### config.mk
export PLATFORM = sky130hd
export DESIGN_NAME = wdtr_top
export DESIGN_NICKNAME = d
export VERILOG_FILES = /design/src/logic/wdtr_pkg.sv /design/src/logic/wdtr_sync.sv /design/src/logic/wdtr_top.sv
export SDC_FILE = /design/constraint.sdc
export NUM_CORES = 1
export LEC_CHECK = 0
export BUFFER_PORTS_ARGS = -buffer_cell sky130_fd_sc_hd__buf_2
export CORE_MARGIN = 5
export CORE_UTILIZATION = 45
export CTS_BUF_LIST = sky130_fd_sc_hd__clkbuf_2 sky130_fd_sc_hd__clkbuf_4 sky130_fd_sc_hd__clkbuf_8
export DETAILED_ROUTE_END_ITERATION = 8
export PLACE_DENSITY = 0.63
export RECOVER_POWER = 25
export SYNTH_ARGS = -nofsm -noshare
export SYNTH_HDL_FRONTEND = slang
export SYNTH_SLANG_ARGS = --single-unit
### constraint.sdc
create_clock -name CLK_I -period 5.8 [get_ports CLK_I]
set_input_delay 1.16 -clock CLK_I [delete_from_list [all_inputs] [get_ports CLK_I]]
set_output_delay 1.16 -clock CLK_I [all_outputs]
set_load 0.03 [all_outputs]
### src/logic/wdtr_pkg.sv
package wdtr_pkg;
  // ----------------------------------------------------------------
  // Timing constants
  // ----------------------------------------------------------------
  localparam int unsigned WDTR_CNT_W = 25;
  // Interrupt timeout exponents for select codes 00, 01, 10, 11
  localparam int unsigned WDTR_EXP_SEL0 = 15;
  localparam int unsigned WDTR_EXP_SEL1 = 18;
  localparam int unsigned WDTR_EXP_SEL2 = 21;
  localparam int unsigned WDTR_EXP_SEL3 = 24;
  localparam logic [1:0] WDTR_SEL_RST = 2'h0;
  // Reset window after the interrupt timeout, in system clock cycles
  localparam logic [9:0] WDTR_RST_WINDOW = 10'h200;
  // Length of the system reset pulse, in cycles
  localparam logic [3:0] WDTR_RST_PULSE = 4'h8;

  // ----------------------------------------------------------------
  // Types
  // ----------------------------------------------------------------
  typedef enum logic [2:0] {
    WDTR_ST_COUNT = 3'h1,
    WDTR_ST_WINDOW = 3'h2,
    WDTR_ST_RESET = 3'h4
  } wdtr_state_e;
endpackage

### src/logic/wdtr_sync.sv
`timescale 1ns/1ps
`default_nettype none
// Two flip-flop synchroniser for a level from outside the clock domain
module wdtr_sync
(
  input wire logic clk_i,
  input wire logic rstn_i,
  input wire logic d_i,
  output logic q_o
);
  logic meta_r;

  // ------------------------------------------------------------
  // Synchroniser stages
  // ------------------------------------------------------------
  always_ff @(posedge clk_i or negedge rstn_i)
  begin
    if (!rstn_i)
    begin
      meta_r <= 1'b0;
      q_o <= 1'b0;
    end
    else
    begin
      meta_r <= d_i;
      q_o <= meta_r;
    end
  end
endmodule // wdtr_sync
`default_nettype wire

### src/logic/wdtr_top.sv
`timescale 1ns/1ps
`default_nettype none
// Operation
// - Free-running counter, periodic restart prevents action
// - Select picks 2^15/2^18/2^21/2^24 cycle timeout
// - Interrupt on timeout only when enabled
// - System reset 512 cycles after timeout
// - One counter drives both timeout stages
// - Full system reset; interrupt optional
module wdtr_top
(
  input wire logic CLK_I,
  input wire logic RSTN_I,
  input wire logic ENABLE_I,
  input wire logic [1:0] TIMEOUT_SELECT_I,
  input wire logic INT_ENABLE_I,
  input wire logic RESTART_I,
  output logic IRQ_O,
  output logic SYS_RESET_O,
  output logic WINDOW_O
);
  // ------------------------------------------------------------
  // State
  // ------------------------------------------------------------
  typedef struct packed {
    wdtr_pkg::wdtr_state_e state;
    logic [wdtr_pkg::WDTR_CNT_W-1:0] cnt;
    logic [1:0] sel;
    logic irq;
    logic sys_reset;
    logic window;
    logic [3:0] pulse;
    logic restart_d;
  } wdtr_state_s;

  wdtr_state_s st_r;
  wdtr_state_s st_nxt;
  logic restart_s;
  logic restart_edge;
  logic clear_req;
  logic [3:0] tc_code;
  logic tc_hit;
  logic win_end;

  // Restart strobe comes from the software domain as a level
  // Only the second flip-flop of the synchroniser is read here,
  // so a metastable first stage never reaches the counter logic
  wdtr_sync u_sync
  (
    .clk_i(CLK_I),
    .rstn_i(RSTN_I),
    .d_i(RESTART_I),
    .q_o(restart_s)
  );

  // ------------------------------------------------------------
  // Timeout decode
  // ------------------------------------------------------------
  // One terminal-count flag per select code
  // Each flag compares against a constant, so the compare is cheap
  // and no adder sits in the path from the counter to the state
  for (genvar gi = 0; gi < 4; gi++)
  begin : g_tc
    // Exponent of this code's interrupt timeout
    localparam int unsigned EXP = (gi == 0) ? wdtr_pkg::WDTR_EXP_SEL0 :
                                  (gi == 1) ? wdtr_pkg::WDTR_EXP_SEL1 :
                                  (gi == 2) ? wdtr_pkg::WDTR_EXP_SEL2 :
                                  wdtr_pkg::WDTR_EXP_SEL3;
    // Counter-wide one, used to build the terminal count
    localparam logic [wdtr_pkg::WDTR_CNT_W-1:0] ONE = {{(wdtr_pkg::WDTR_CNT_W-1){1'b0}}, 1'b1};
    // Last count before the timeout, 2^EXP - 1
    localparam logic [wdtr_pkg::WDTR_CNT_W-1:0] LAST = (ONE << EXP) - ONE;
    assign tc_code[gi] = (st_r.cnt == LAST);
  end

  // The latched select picks the active flag
  assign tc_hit = tc_code[st_r.sel];

  // ------------------------------------------------------------
  // Event decode
  // ------------------------------------------------------------
  // Rising edge of the synchronised restart level
  // A held restart level restarts only once; software must drop it
  assign restart_edge = restart_s && !st_r.restart_d;
  // A low enable holds the counter as a standing restart
  assign clear_req = !ENABLE_I || restart_edge;
  // Last cycle of the reset window, counted on the same counter
  assign win_end = (st_r.cnt[9:0] == wdtr_pkg::WDTR_RST_WINDOW - 10'h001);

  // ------------------------------------------------------------
  // Next state
  // ------------------------------------------------------------
  always_comb
  begin
    st_nxt = st_r;
    st_nxt.restart_d = restart_s;
    st_nxt.irq = 1'b0;
    st_nxt.sys_reset = 1'b0;
    case (st_r.state)
      wdtr_pkg::WDTR_ST_COUNT:
      begin
        // Select follows the input only while counting
        st_nxt.sel = TIMEOUT_SELECT_I;
        // A restart that meets the terminal count wins
        if (clear_req)
        begin
          st_nxt.cnt = '0;
        end
        else if (tc_hit)
        begin
          // Same counter restarts from zero for the reset window
          st_nxt.cnt = '0;
          st_nxt.state = wdtr_pkg::WDTR_ST_WINDOW;
          st_nxt.window = 1'b1;
          st_nxt.irq = INT_ENABLE_I;
        end
        else
        begin
          st_nxt.cnt = st_r.cnt + 1'b1;
        end
      end
      wdtr_pkg::WDTR_ST_WINDOW:
      begin
        // Window open: a restart still saves the system
        if (clear_req)
        begin
          // Restart drops the window and rearms the interrupt stage
          st_nxt.cnt = '0;
          st_nxt.window = 1'b0;
          st_nxt.state = wdtr_pkg::WDTR_ST_COUNT;
        end
        else if (win_end)
        begin
          st_nxt.cnt = '0;
          st_nxt.window = 1'b0;
          st_nxt.sys_reset = 1'b1;
          st_nxt.pulse = wdtr_pkg::WDTR_RST_PULSE - 1'b1;
          st_nxt.state = wdtr_pkg::WDTR_ST_RESET;
        end
        else
        begin
          st_nxt.cnt = st_r.cnt + 1'b1;
        end
      end
      wdtr_pkg::WDTR_ST_RESET:
      begin
        // Hold the system reset for a fixed pulse, then start over
        if (st_r.pulse == 4'h0)
        begin
          st_nxt.state = wdtr_pkg::WDTR_ST_COUNT;
        end
        else
        begin
          st_nxt.sys_reset = 1'b1;
          st_nxt.pulse = st_r.pulse - 1'b1;
        end
      end
      default:
      begin
        st_nxt.state = wdtr_pkg::WDTR_ST_COUNT;
        st_nxt.cnt = '0;
        st_nxt.window = 1'b0;
      end
    endcase
  end

  // ------------------------------------------------------------
  // State register
  // ------------------------------------------------------------
  always_ff @(posedge CLK_I or negedge RSTN_I)
  begin
    if (!RSTN_I)
    begin
      st_r.state <= wdtr_pkg::WDTR_ST_COUNT;
      st_r.cnt <= '0;
      st_r.sel <= wdtr_pkg::WDTR_SEL_RST;
      st_r.irq <= 1'b0;
      st_r.sys_reset <= 1'b0;
      st_r.window <= 1'b0;
      st_r.pulse <= 4'h0;
      st_r.restart_d <= 1'b0;
    end
    else
    begin
      st_r <= st_nxt;
    end
  end

  // ------------------------------------------------------------
  // Outputs
  // ------------------------------------------------------------
  // Outputs straight from flip-flops, free of decode glitches
  assign IRQ_O = st_r.irq;
  assign SYS_RESET_O = st_r.sys_reset;
  assign WINDOW_O = st_r.window;
endmodule // wdtr_top
`default_nettype wire

### Word-level counts from Yosys, hierarchy flattened

Cells that the tools add are included.

| operators by class | value |
|---|---|
| add/sub/neg operators | 2 |
| order comparisons | 1 |
| equal/unequal tests | 15 |
| multiplexer cells | 26 |
| bitwise logic cells | 1 |
| reduce and logical (&&, ||, !) cells | 9 |

Operators by type and width:

| cell | number |
|---|---|
| 25-bit two-way mux | 3 |
| 25-bit one-hot mux with 3 select lines | 1 |
| 28-bit two-way mux | 1 |
| 25-bit by 1-bit adder with 25-bit output, second input constant | 1 |
| 25-bit by 15-bit == test with 1-bit output, second input constant | 1 |
| 25-bit by 18-bit == test with 1-bit output, second input constant | 1 |
| 25-bit by 21-bit == test with 1-bit output, second input constant | 1 |
| 25-bit by 24-bit == test with 1-bit output, second input constant | 1 |
| 3-bit two-way mux | 4 |
| 2-bit inequality test, second input constant | 6 |
| 4-bit AND reduction | 3 |
| 10-bit by 9-bit == test with 1-bit output, second input constant | 1 |
| 1-bit two-way mux | 9 |
| 3-bit one-hot mux with 3 select lines | 1 |
| 4-bit two-way mux | 2 |
| 4-bit one-hot mux with 2 select lines | 1 |
| 6-bit two-way mux | 1 |
| 4-bit logical NOT | 1 |
| 4-bit by 1-bit subtractor with 4-bit output, second input constant | 1 |
| 3-bit by 1-bit == test with 1-bit output, second input constant | 1 |
| 3-bit by 2-bit == test with 1-bit output, second input constant | 1 |
| 3-bit == test, second input constant | 1 |
| 2-bit by 3-bit < comparator with 1-bit output, second input constant | 1 |
| 3-bit inequality test, second input constant | 1 |
| 8 further kinds | 9 |

| storage, ports and cells | value |
|---|---|
| bits in registers | 40 |
| input bits | 7 |
| output and inout bits | 3 |
| word-level logic and storage cells | 64 |

### Logic depth before layout (Yosys ltp)

Gate-level depths: netlist of run 1.

| depth | value |
|---|---|
| depth in word-level cells | 6 |
| depth in mapped cells | 8 |
| mapped depth without buffers | 7 |

### Cells and area by module

A second synthesis of run 1 with hierarchy kept.

| second synthesis, totals | value |
|---|---|
| cell total of the unflattened synthesis | 263 |
| area total of the unflattened synthesis | 2308.5 µm² |

By module, submodules not included:

| module | instances | cells an instance | area an instance (µm²) | sequential area each (µm²) |
|---|---|---|---|---|
| wdtr_top | 1 | 261 | 2258.4 | 952.2 |
| wdtr_sync | 1 | 2 | 50.0 | 50.0 |

### Worst setup path after synthesis of run 1

OpenSTA, ideal clock, no wires.

| path | value |
|---|---|
| kind | input port to flip-flop |
| start | input port ENABLE_I |
| end | register st_r[28] in the netlist's numbering |
| data arrival time | 2654 ps |
| data required time | 5717 ps |
| setup slack | 3064 ps |
| stages on the path | 6 |
| cell sequence | nand2b_1 nor4b_2 nand2_2 a31o_4 or4b_1 o21ai_0 |

| between the ends | value |
|---|---|
| word-level cells in the longest chain between the ends | 4 |

RTL lines:

| element | line | source |
|---|---|---|
| from (decl) | wdtr_top.sv:14 | `input wire logic ENABLE_I,` |
| 1-bit logical NOT * | wdtr_top.sv:86 | `assign clear_req = !ENABLE_I \|\| restart_edge;` |
| 1-bit logical OR * | wdtr_top.sv:86 |  |
| 28-bit two-way mux or 25-bit two-way mux (tied branches) | wdtr_top.sv:125, wdtr_top.sv:105 |  |
| 25-bit one-hot mux with 3 select lines * | wdtr_top.sv:99 | `case (st_r.state)` |
| to (signal assigned) | wdtr_top.sv:185 | `st_r <= st_nxt;` |
| to (decl) | wdtr_top.sv:36 | `wdtr_state_s st_r;` |

Mark *: on every way between the ends. The rest lies on a longest branch, timed or not.
A chain may end at the register's enable or synchronous reset.

### Final worst setup path of run 1

| path | value |
|---|---|
| start | input port ENABLE_I |
| end | register st_r[32] in the netlist's numbering |

Same word-level chain as after synthesis.

==> results.sh, run 1 <==
export IMPL_finish_utilization_pct=50.2
export IMPL_path_delay_family="simple AND/OR/NAND/NOR gates"
export IMPL_num_rows=25
export IMPL_antenna_cells=0
export IMPL_p_comb_share_pct=6.4
export IMPL_clock_power_share_pct=37.5
export IMPL_fin_area_um2=2390
export IMPL_worstSetupPathType="in2reg"
export IMPL_hold_ws_ns=0.352
export IMPL_clockRootBuffer="clkbuf_8"
export IMPL_io_buffers=9
export IMPL_syn_nets=237
export IMPL_finalPower_mw=0.532
export IMPL_grt_pass1_wl_um=8150
export IMPL_synthFlopType="dfrtp_1"
export IMPL_critPathLaunchType="primary input"
export IMPL_syn_inst=228
export IMPL_swShare_pct=23.4
export IMPL_drive_above_1_share_pct=16.3
export IMPL_synth_mux_area_share_pct=1.02
export IMPL_fin_cells=307
export IMPL_avgSynthCellArea_um2=9.67
export IMPL_synth_largest_area_cell="dfrtp_1"
export IMPL_violations="max-capacitance violations, max-slew violations"
export IMPL_chipWidth_um=80.0
export IMPL_finalMaxSlewViolations=41
export IMPL_grt_start_max_net_pins=41
export IMPL_dp_cells=299
export IMPL_cts_hold_buf=0
export IMPL_min_delay_path_class="reg2reg"
export IMPL_synthTopCellsByArea="dfrtp_1, o21ai_0, nand2_1, nand3_1, nor2_1"
export IMPL_synth_compound_area_share_pct=19.1
export IMPL_ys_seq_area_share_pct=45.4
export IMPL_p_leak_nw=0.932
export IMPL_irDropWorstVdd_v=0.000131
export IMPL_globalplace_congestion=0.816
export IMPL_tritoncts="built"
export IMPL_internal_power_mw=0.407
export IMPL_rsz0062_at_grt="false"
export IMPL_drc=0
export IMPL_cts_buffers=5
export IMPL_yosysMostFrequentCell="dfrtp_1"
export IMPL_pwr_share_seq_pct=56.2
export IMPL_clk_latency_ns=0.29
export IMPL_routed_via_density=5.72
export IMPL_fin_skew_ns=0.00304
export IMPL_tightest_slew_ns=2.10
export IMPL_drtIter0Drc=105
export IMPL_finalCritPeriodShare_pct=47.7
export IMPL_wl_per_cell_um=14.8
export IMPL_async_reset_ff_share_pct=100
export IMPL_grt_pass1_vias=1724
export IMPL_synth_top_area_share_pct=44.2
export IMPL_start_util_pct=46.4
export IMPL_required_ns=6.01
export IMPL_final_setup_viol_count=0
export IMPL_slew_headroom_pct=-39.7
export IMPL_setup_slack_ns=3.03
export IMPL_crit_path_max_fanout=17
export IMPL_path_buf_inv=1
export IMPL_yosysUniqueCellTypes=56
export IMPL_wl_um=4550
export IMPL_status="finished with violations"
export IMPL_io_pins=10
export IMPL_ys_seq_elements=40
export IMPL_clk_pin_slew_ns=0.07
export IMPL_slowest_delay_ns=0.52
export IMPL_post_cts_resize_count=0
export IMPL_fin_nets=248
export IMPL_fillers=460
export IMPL_maxCapViolations=1
export IMPL_coreArea_um2=4750
export IMPL_place_ws_ns=2.73
export IMPL_die_h_um=80.0
export IMPL_clock_sinks=40
export IMPL_placed_cell_area_um2=2290
export IMPL_synth_top_family_by_area="simple AND/OR/NAND/NOR gates"
export IMPL_synth_simple_area_share_pct=27.9
export IMPL_cts_setup_buffers=0
export IMPL_cts_htree_levels=2
export IMPL_synth_adder_area_share_pct=1.13
export IMPL_antenna_found_initial=0
export IMPL_period_minus_slack_ns=2.77
export IMPL_cp_cell_sequence="buf_2 -> nand2b_1 -> nor4b_2 -> nand2_2 -> a31oi_4 -> nand4_1 -> o31ai_1"
export IMPL_synthesis_area_um2=2210
export IMPL_setup_tns_ns=0
export IMPL_die_area_um2=6400
export IMPL_cp_end_kind="flip-flop"
export IMPL_fmax_mhz=362
export IMPL_critical_path_arrival_ns=2.97
export IMPL_clock_path_buffers=2
export IMPL_grt_overflow_total=0
export IMPL_ant_nets=0
export IMPL_synth_top_cells_by_count="dfrtp_1, nand2_1, o21ai_0, nor2_1, nand3_1"
export IMPL_synth_edf_count=0
export IMPL_worst_path_max_delay_cell="nor4b_2"
export IMPL_dpl_hpwl_um=3150
export IMPL_power_density_nw_per_um2=223
export IMPL_synthXorXnorAreaFrac_pct=1.99
export IMPL_vias=1757
export IMPL_p_sw_mw=0.125
export IMPL_hold_viol=0
export IMPL_firstDrtPassIters=4
export IMPL_yosys_warnings=0
export IMPL_area_delta_synth_final_pct=8.17
export IMPL_grt_use_total_pct=16.3
-- cell type report --
class	count	area, um^2	area share [%]
flip-flops and latches	40	1000	42.0
well taps	67	83.8	3.51
multi-input cells	175	1130	47.3
repair buffers	9	43.8	1.84
clock buffers	8	97.6	4.09
inverters	8	30.0	1.26
-- routing by layer --
layer / global-route usage [%] / vias up / part of all wire (%)
met1: 21.1 / 841 / 48
li1: - / 881 / -
met5: 0 / - / 0
met4: 7.43 / 0 / 2.7
met2: 26.0 / 23 / 47
met3: 3.39 / 12 / 2.5
-- cells by family (layout without fill, tap and decap cells) --
group	count (synthesis)	in the layout
and+or+nand+nor	108	108
adders and majority gates	2	2
DFF	40	40
xor gates and xnor gates	5	5
AOI/OAI and AO/OA	58	58
muxes	2	2
buffers and inverters	13	25
-- cells in the final DEF, fill, tap and decap left out, types with 2 or more instances in the layout --
master    count
dfrtp_1      39
nand2_1      28
o21ai_0      22
nor2_1       14
nand3_1      11
inv_1         8
a21oi_1       8
buf_2         8
nand4_1       7
or3_1         7
nor4_1        6
o41ai_1       6
clkbuf_8      6
o221ai_1      5
and3_1        4
or4_1         4
o31ai_1       4
xnor2_1       4
or2_2         3
nor3_1        3
nand2b_1      2
and3_2        2
and2_1        2
a21o_1        2
mux2_2        2
ha_1          2
clkbuf_4      2
-- power groups by stage --
stage / Sequential (mW) / Combinational, mW / Clock (mW)
global placement: 0.303 / 0.0342 / 0
detailed placement: 0.304 / 0.0360 / 0
finish: 0.299 / 0.0339 / 0.199
global route: 0.301 / 0.0408 / 0.216
floorplan: 0.301 / 0.0245 / 0
CTS: 0.298 / 0.0359 / 0.207
-- worst paths after layout --
check	startpoint	endpoint	slack, ns	depth (start not counted)
worst max-delay path	ENABLE_I	st_r[32]$_DFFE_PN0N_	3.03	7
worst min-delay path	u_sync.meta_r$_DFF_PN0_	u_sync.q_o$_DFF_PN0_	0.35	0
worst max register to register	st_r[10]$_DFFE_PN0N_	st_r[31]$_DFFE_PN0N_	3.21	7
worst min register to register	u_sync.meta_r$_DFF_PN0_	u_sync.q_o$_DFF_PN0_	0.35	0
max in group asynchronous	RSTN_I	st_r[19]$_DFFE_PN0N_	3.14	1
min in group asynchronous	RSTN_I	st_r[26]$_DFFE_PN0N_	1.47	1
-- registers in the layout (all words and copies together), names as in the netlist --
register,flops
u_sync.q_o,1
u_sync.meta_r,1
WINDOW_O,1
SYS_RESET_O,1
st_r,35
IRQ_O,1
No activity file was read; power rests on OpenSTA's default activity.
==> run 2: changes to the inputs <==
--- a/config.mk
+++ b/config.mk
@@ -10,7 +10,7 @@
 export CORE_UTILIZATION = 45
 export CTS_BUF_LIST = sky130_fd_sc_hd__clkbuf_2 sky130_fd_sc_hd__clkbuf_4 sky130_fd_sc_hd__clkbuf_8
 export DETAILED_ROUTE_END_ITERATION = 8
-export PLACE_DENSITY = 0.63
+export PLACE_DENSITY = 0.66
 export RECOVER_POWER = 25
 export SYNTH_ARGS = -nofsm -noshare
 export SYNTH_HDL_FRONTEND = slang
==> constraint.sdc (replaced) <==
create_clock -name CLK_I -period 2.44 [get_ports CLK_I]
set_input_delay 0.488 -clock CLK_I [delete_from_list [all_inputs] [get_ports CLK_I]]
set_output_delay 0.488 -clock CLK_I [all_outputs]
set_load 0.03 [all_outputs]
==> run 2 against run 1 <==
  * The run now ends clean
  * Global-route usage increased by 0.40 points
  * Critical endpoint is now st_r[20]$_DFFE_PN0N_
  * Cell count grew 4.9%
  * Core utilization rose by 3.0 points
  * Sequential cell count is the same
  * Largest power group unchanged
  * Critical path type is now reg2reg
  * Clock power rose to 3.0 times the previous value
==> results.sh, run 2 (same netlist as run 1, synthesis figures left out) <==
export IMPL_fin_skew_ns=0.00838
export IMPL_slowest_delay_ns=0.57
export IMPL_grt_start_max_net_pins=22
export IMPL_io_pins=10
export IMPL_fin_cells=322
export IMPL_multi_input_area_um2=1130
export IMPL_drive_above_1_share_pct=22.0
export IMPL_min_delay_path_class="in2reg"
export IMPL_path_delay_family="simple AND/OR/NAND/NOR gates"
export IMPL_chipWidth_um=80.0
export IMPL_fillers=441
export IMPL_met2_usage_pct=26.5
export IMPL_finalMaxSlewViolations=0
export IMPL_critical_path_arrival_ns=2.51
export IMPL_layout_common_cells="dfrtp_1, nand2_1, o21ai_0"
export IMPL_dpl_hpwl_um=3590
export IMPL_worstSetupPathType="reg2reg"
export IMPL_placed_cell_area_um2=2390
export IMPL_io_buffers=9
export IMPL_area_delta_synth_final_pct=14.7
export IMPL_fin_area_um2=2530
export IMPL_grtUsageMet1_pct=21.9
export IMPL_status="finished clean"
export IMPL_rsz0062_at_grt="true"
export IMPL_period_minus_slack_ns=2.33
export IMPL_clk_latency_ns=0.29
export IMPL_p_leak_nw=1.02
export IMPL_globalplace_congestion=0.853
export IMPL_fin_nets=263
export IMPL_die_h_um=80.0
export IMPL_worst_path_max_delay_cell="or4_1"
export IMPL_crit_path_max_fanout=16
export IMPL_clock_path_buffers=2
export IMPL_antenna_found_initial=0
export IMPL_required_ns=2.62
export IMPL_cp_cell_sequence="or4_1 -> or3_4 -> o32ai_4 -> a31oi_4 -> buf_4 -> a21oi_1 -> o21ai_0"
export IMPL_firstDrtPassIters=4
export IMPL_critPathLaunchType="flip-flop"
export IMPL_start_util_pct=46.4
export IMPL_num_rows=25
export IMPL_grt_use_total_pct=16.7
export IMPL_setup_slack_ns=0.107
export IMPL_top_usage_layer="met2"
export IMPL_routed_via_density=5.76
export IMPL_coreArea_um2=4750
export IMPL_final_setup_viol_count=0
export IMPL_antenna_cells=0
export IMPL_path_buf_inv=1
export IMPL_wl_per_cell_um=14.8
export IMPL_largest_reg_flops=35
export IMPL_wl_um=4780
export IMPL_cts_hold_buf=0
export IMPL_met3_usage_pct=3.39
export IMPL_clockRootBuffer="clkbuf_8"
export IMPL_tritoncts="built"
export IMPL_clock_sinks=40
export IMPL_grt_pass1_vias=1786
export IMPL_final_common_cell="dfrtp_1"
export IMPL_tightest_slew_ns=1.06
export IMPL_clk_pin_slew_ns=0.08
export IMPL_fmax_mhz=429
export IMPL_cp_end_kind="flip-flop"
export IMPL_slew_headroom_pct=29.5
export IMPL_drc=0
export IMPL_cts_buffers=5
export IMPL_cts_htree_levels=2
export IMPL_hold_viol=0
export IMPL_die_area_um2=6400
export IMPL_vias=1854
export IMPL_dp_cells=313
export IMPL_finalCritPeriodShare_pct=95.6
export IMPL_grt_pass1_wl_um=8360
export IMPL_irDropWorstVdd_v=0.000237
export IMPL_maxCapViolations=0
export IMPL_seq_area_um2=1000
export IMPL_drtIter0Drc=94
export IMPL_power_density_nw_per_um2=554
export IMPL_ant_nets=0
export IMPL_place_ws_ns=0.0904
export IMPL_top_register="st_r"
export IMPL_grt_overflow_total=0
-- run 2: cell types whose count changed in the layout (fill, tap and decap cells not counted), sizes merged --
cell / change
bufinv: +1
buf: +15
clkbuf: -1
-- run 2: power breakdown --
part	switching (mW)	internal (mW)	leakage (nW)	total, mW
clock network	0.230	0.361	0.0645	0.591
registers	0.0184	0.683	0.521	0.701
logic	0.0627	0.0478	0.437	0.110
-- run 2: final cells by class --
class | count | area share, %
flip-flops and latches | 40 | 39.6
clock buffers | 7 | 3.81
inverters | 8 | 1.19
repair buffers | 24 | 6.18
clock inverters | 1 | 1.19
well taps | 67 | 3.31
multi-input cells | 175 | 44.7
-- run 2: per-layer routing --
| layer | up-vias | share of wire [%] |
|---|---|---|
| met5 | - | 0 |
| met4 | 0 | 2.0 |
| met3 | 9 | 2.7 |
| met2 | 30 | 47 |
| met1 | 897 | 48 |
| li1 | 918 | - |
-- run 2: worst paths after layout --
kind / endpoint / startpoint / slack [ns] / depth (start not counted)
setup / recovery: st_r[20]$_DFFE_PN0N_ / st_r[30]$_DFFE_PN0N_ / 0.11 / 7
hold / removal: u_sync.meta_r$_DFF_PN0_ / RESTART_I / 0.29 / 1
setup reg to reg: st_r[20]$_DFFE_PN0N_ / st_r[30]$_DFFE_PN0N_ / 0.11 / 7
hold reg to reg: u_sync.q_o$_DFF_PN0_ / u_sync.meta_r$_DFF_PN0_ / 0.36 / 0
max in group asynchronous: st_r[35]$_DFFE_PN1P_ / RSTN_I / 1.15 / 2
min in group asynchronous: st_r[0]$_DFF_PN0_ / RSTN_I / 0.35 / 1
-- run 2: stage by stage --
stage / hold slack (ns) / util, % / TNS (ns) / power, mW
after floorplan: 0.192 / - / 0 / 0.774
after global placement: 0.333 / 50.4 / 0 / 0.821
after detailed placement: 0.342 / 50.4 / 0 / 0.824
after CTS: 0.138 / 53.0 / 0 / 1.42
after global routing: 0.288 / 53.2 / -0.0740 / 1.46
final: 0.294 / 53.2 / 0 / 1.40
-- run 2: timing repair --
item | CTS | global route
setup endpoints to repair | 0 | 7
resized for setup | 0 | 1
setup buffers | 0 | 1
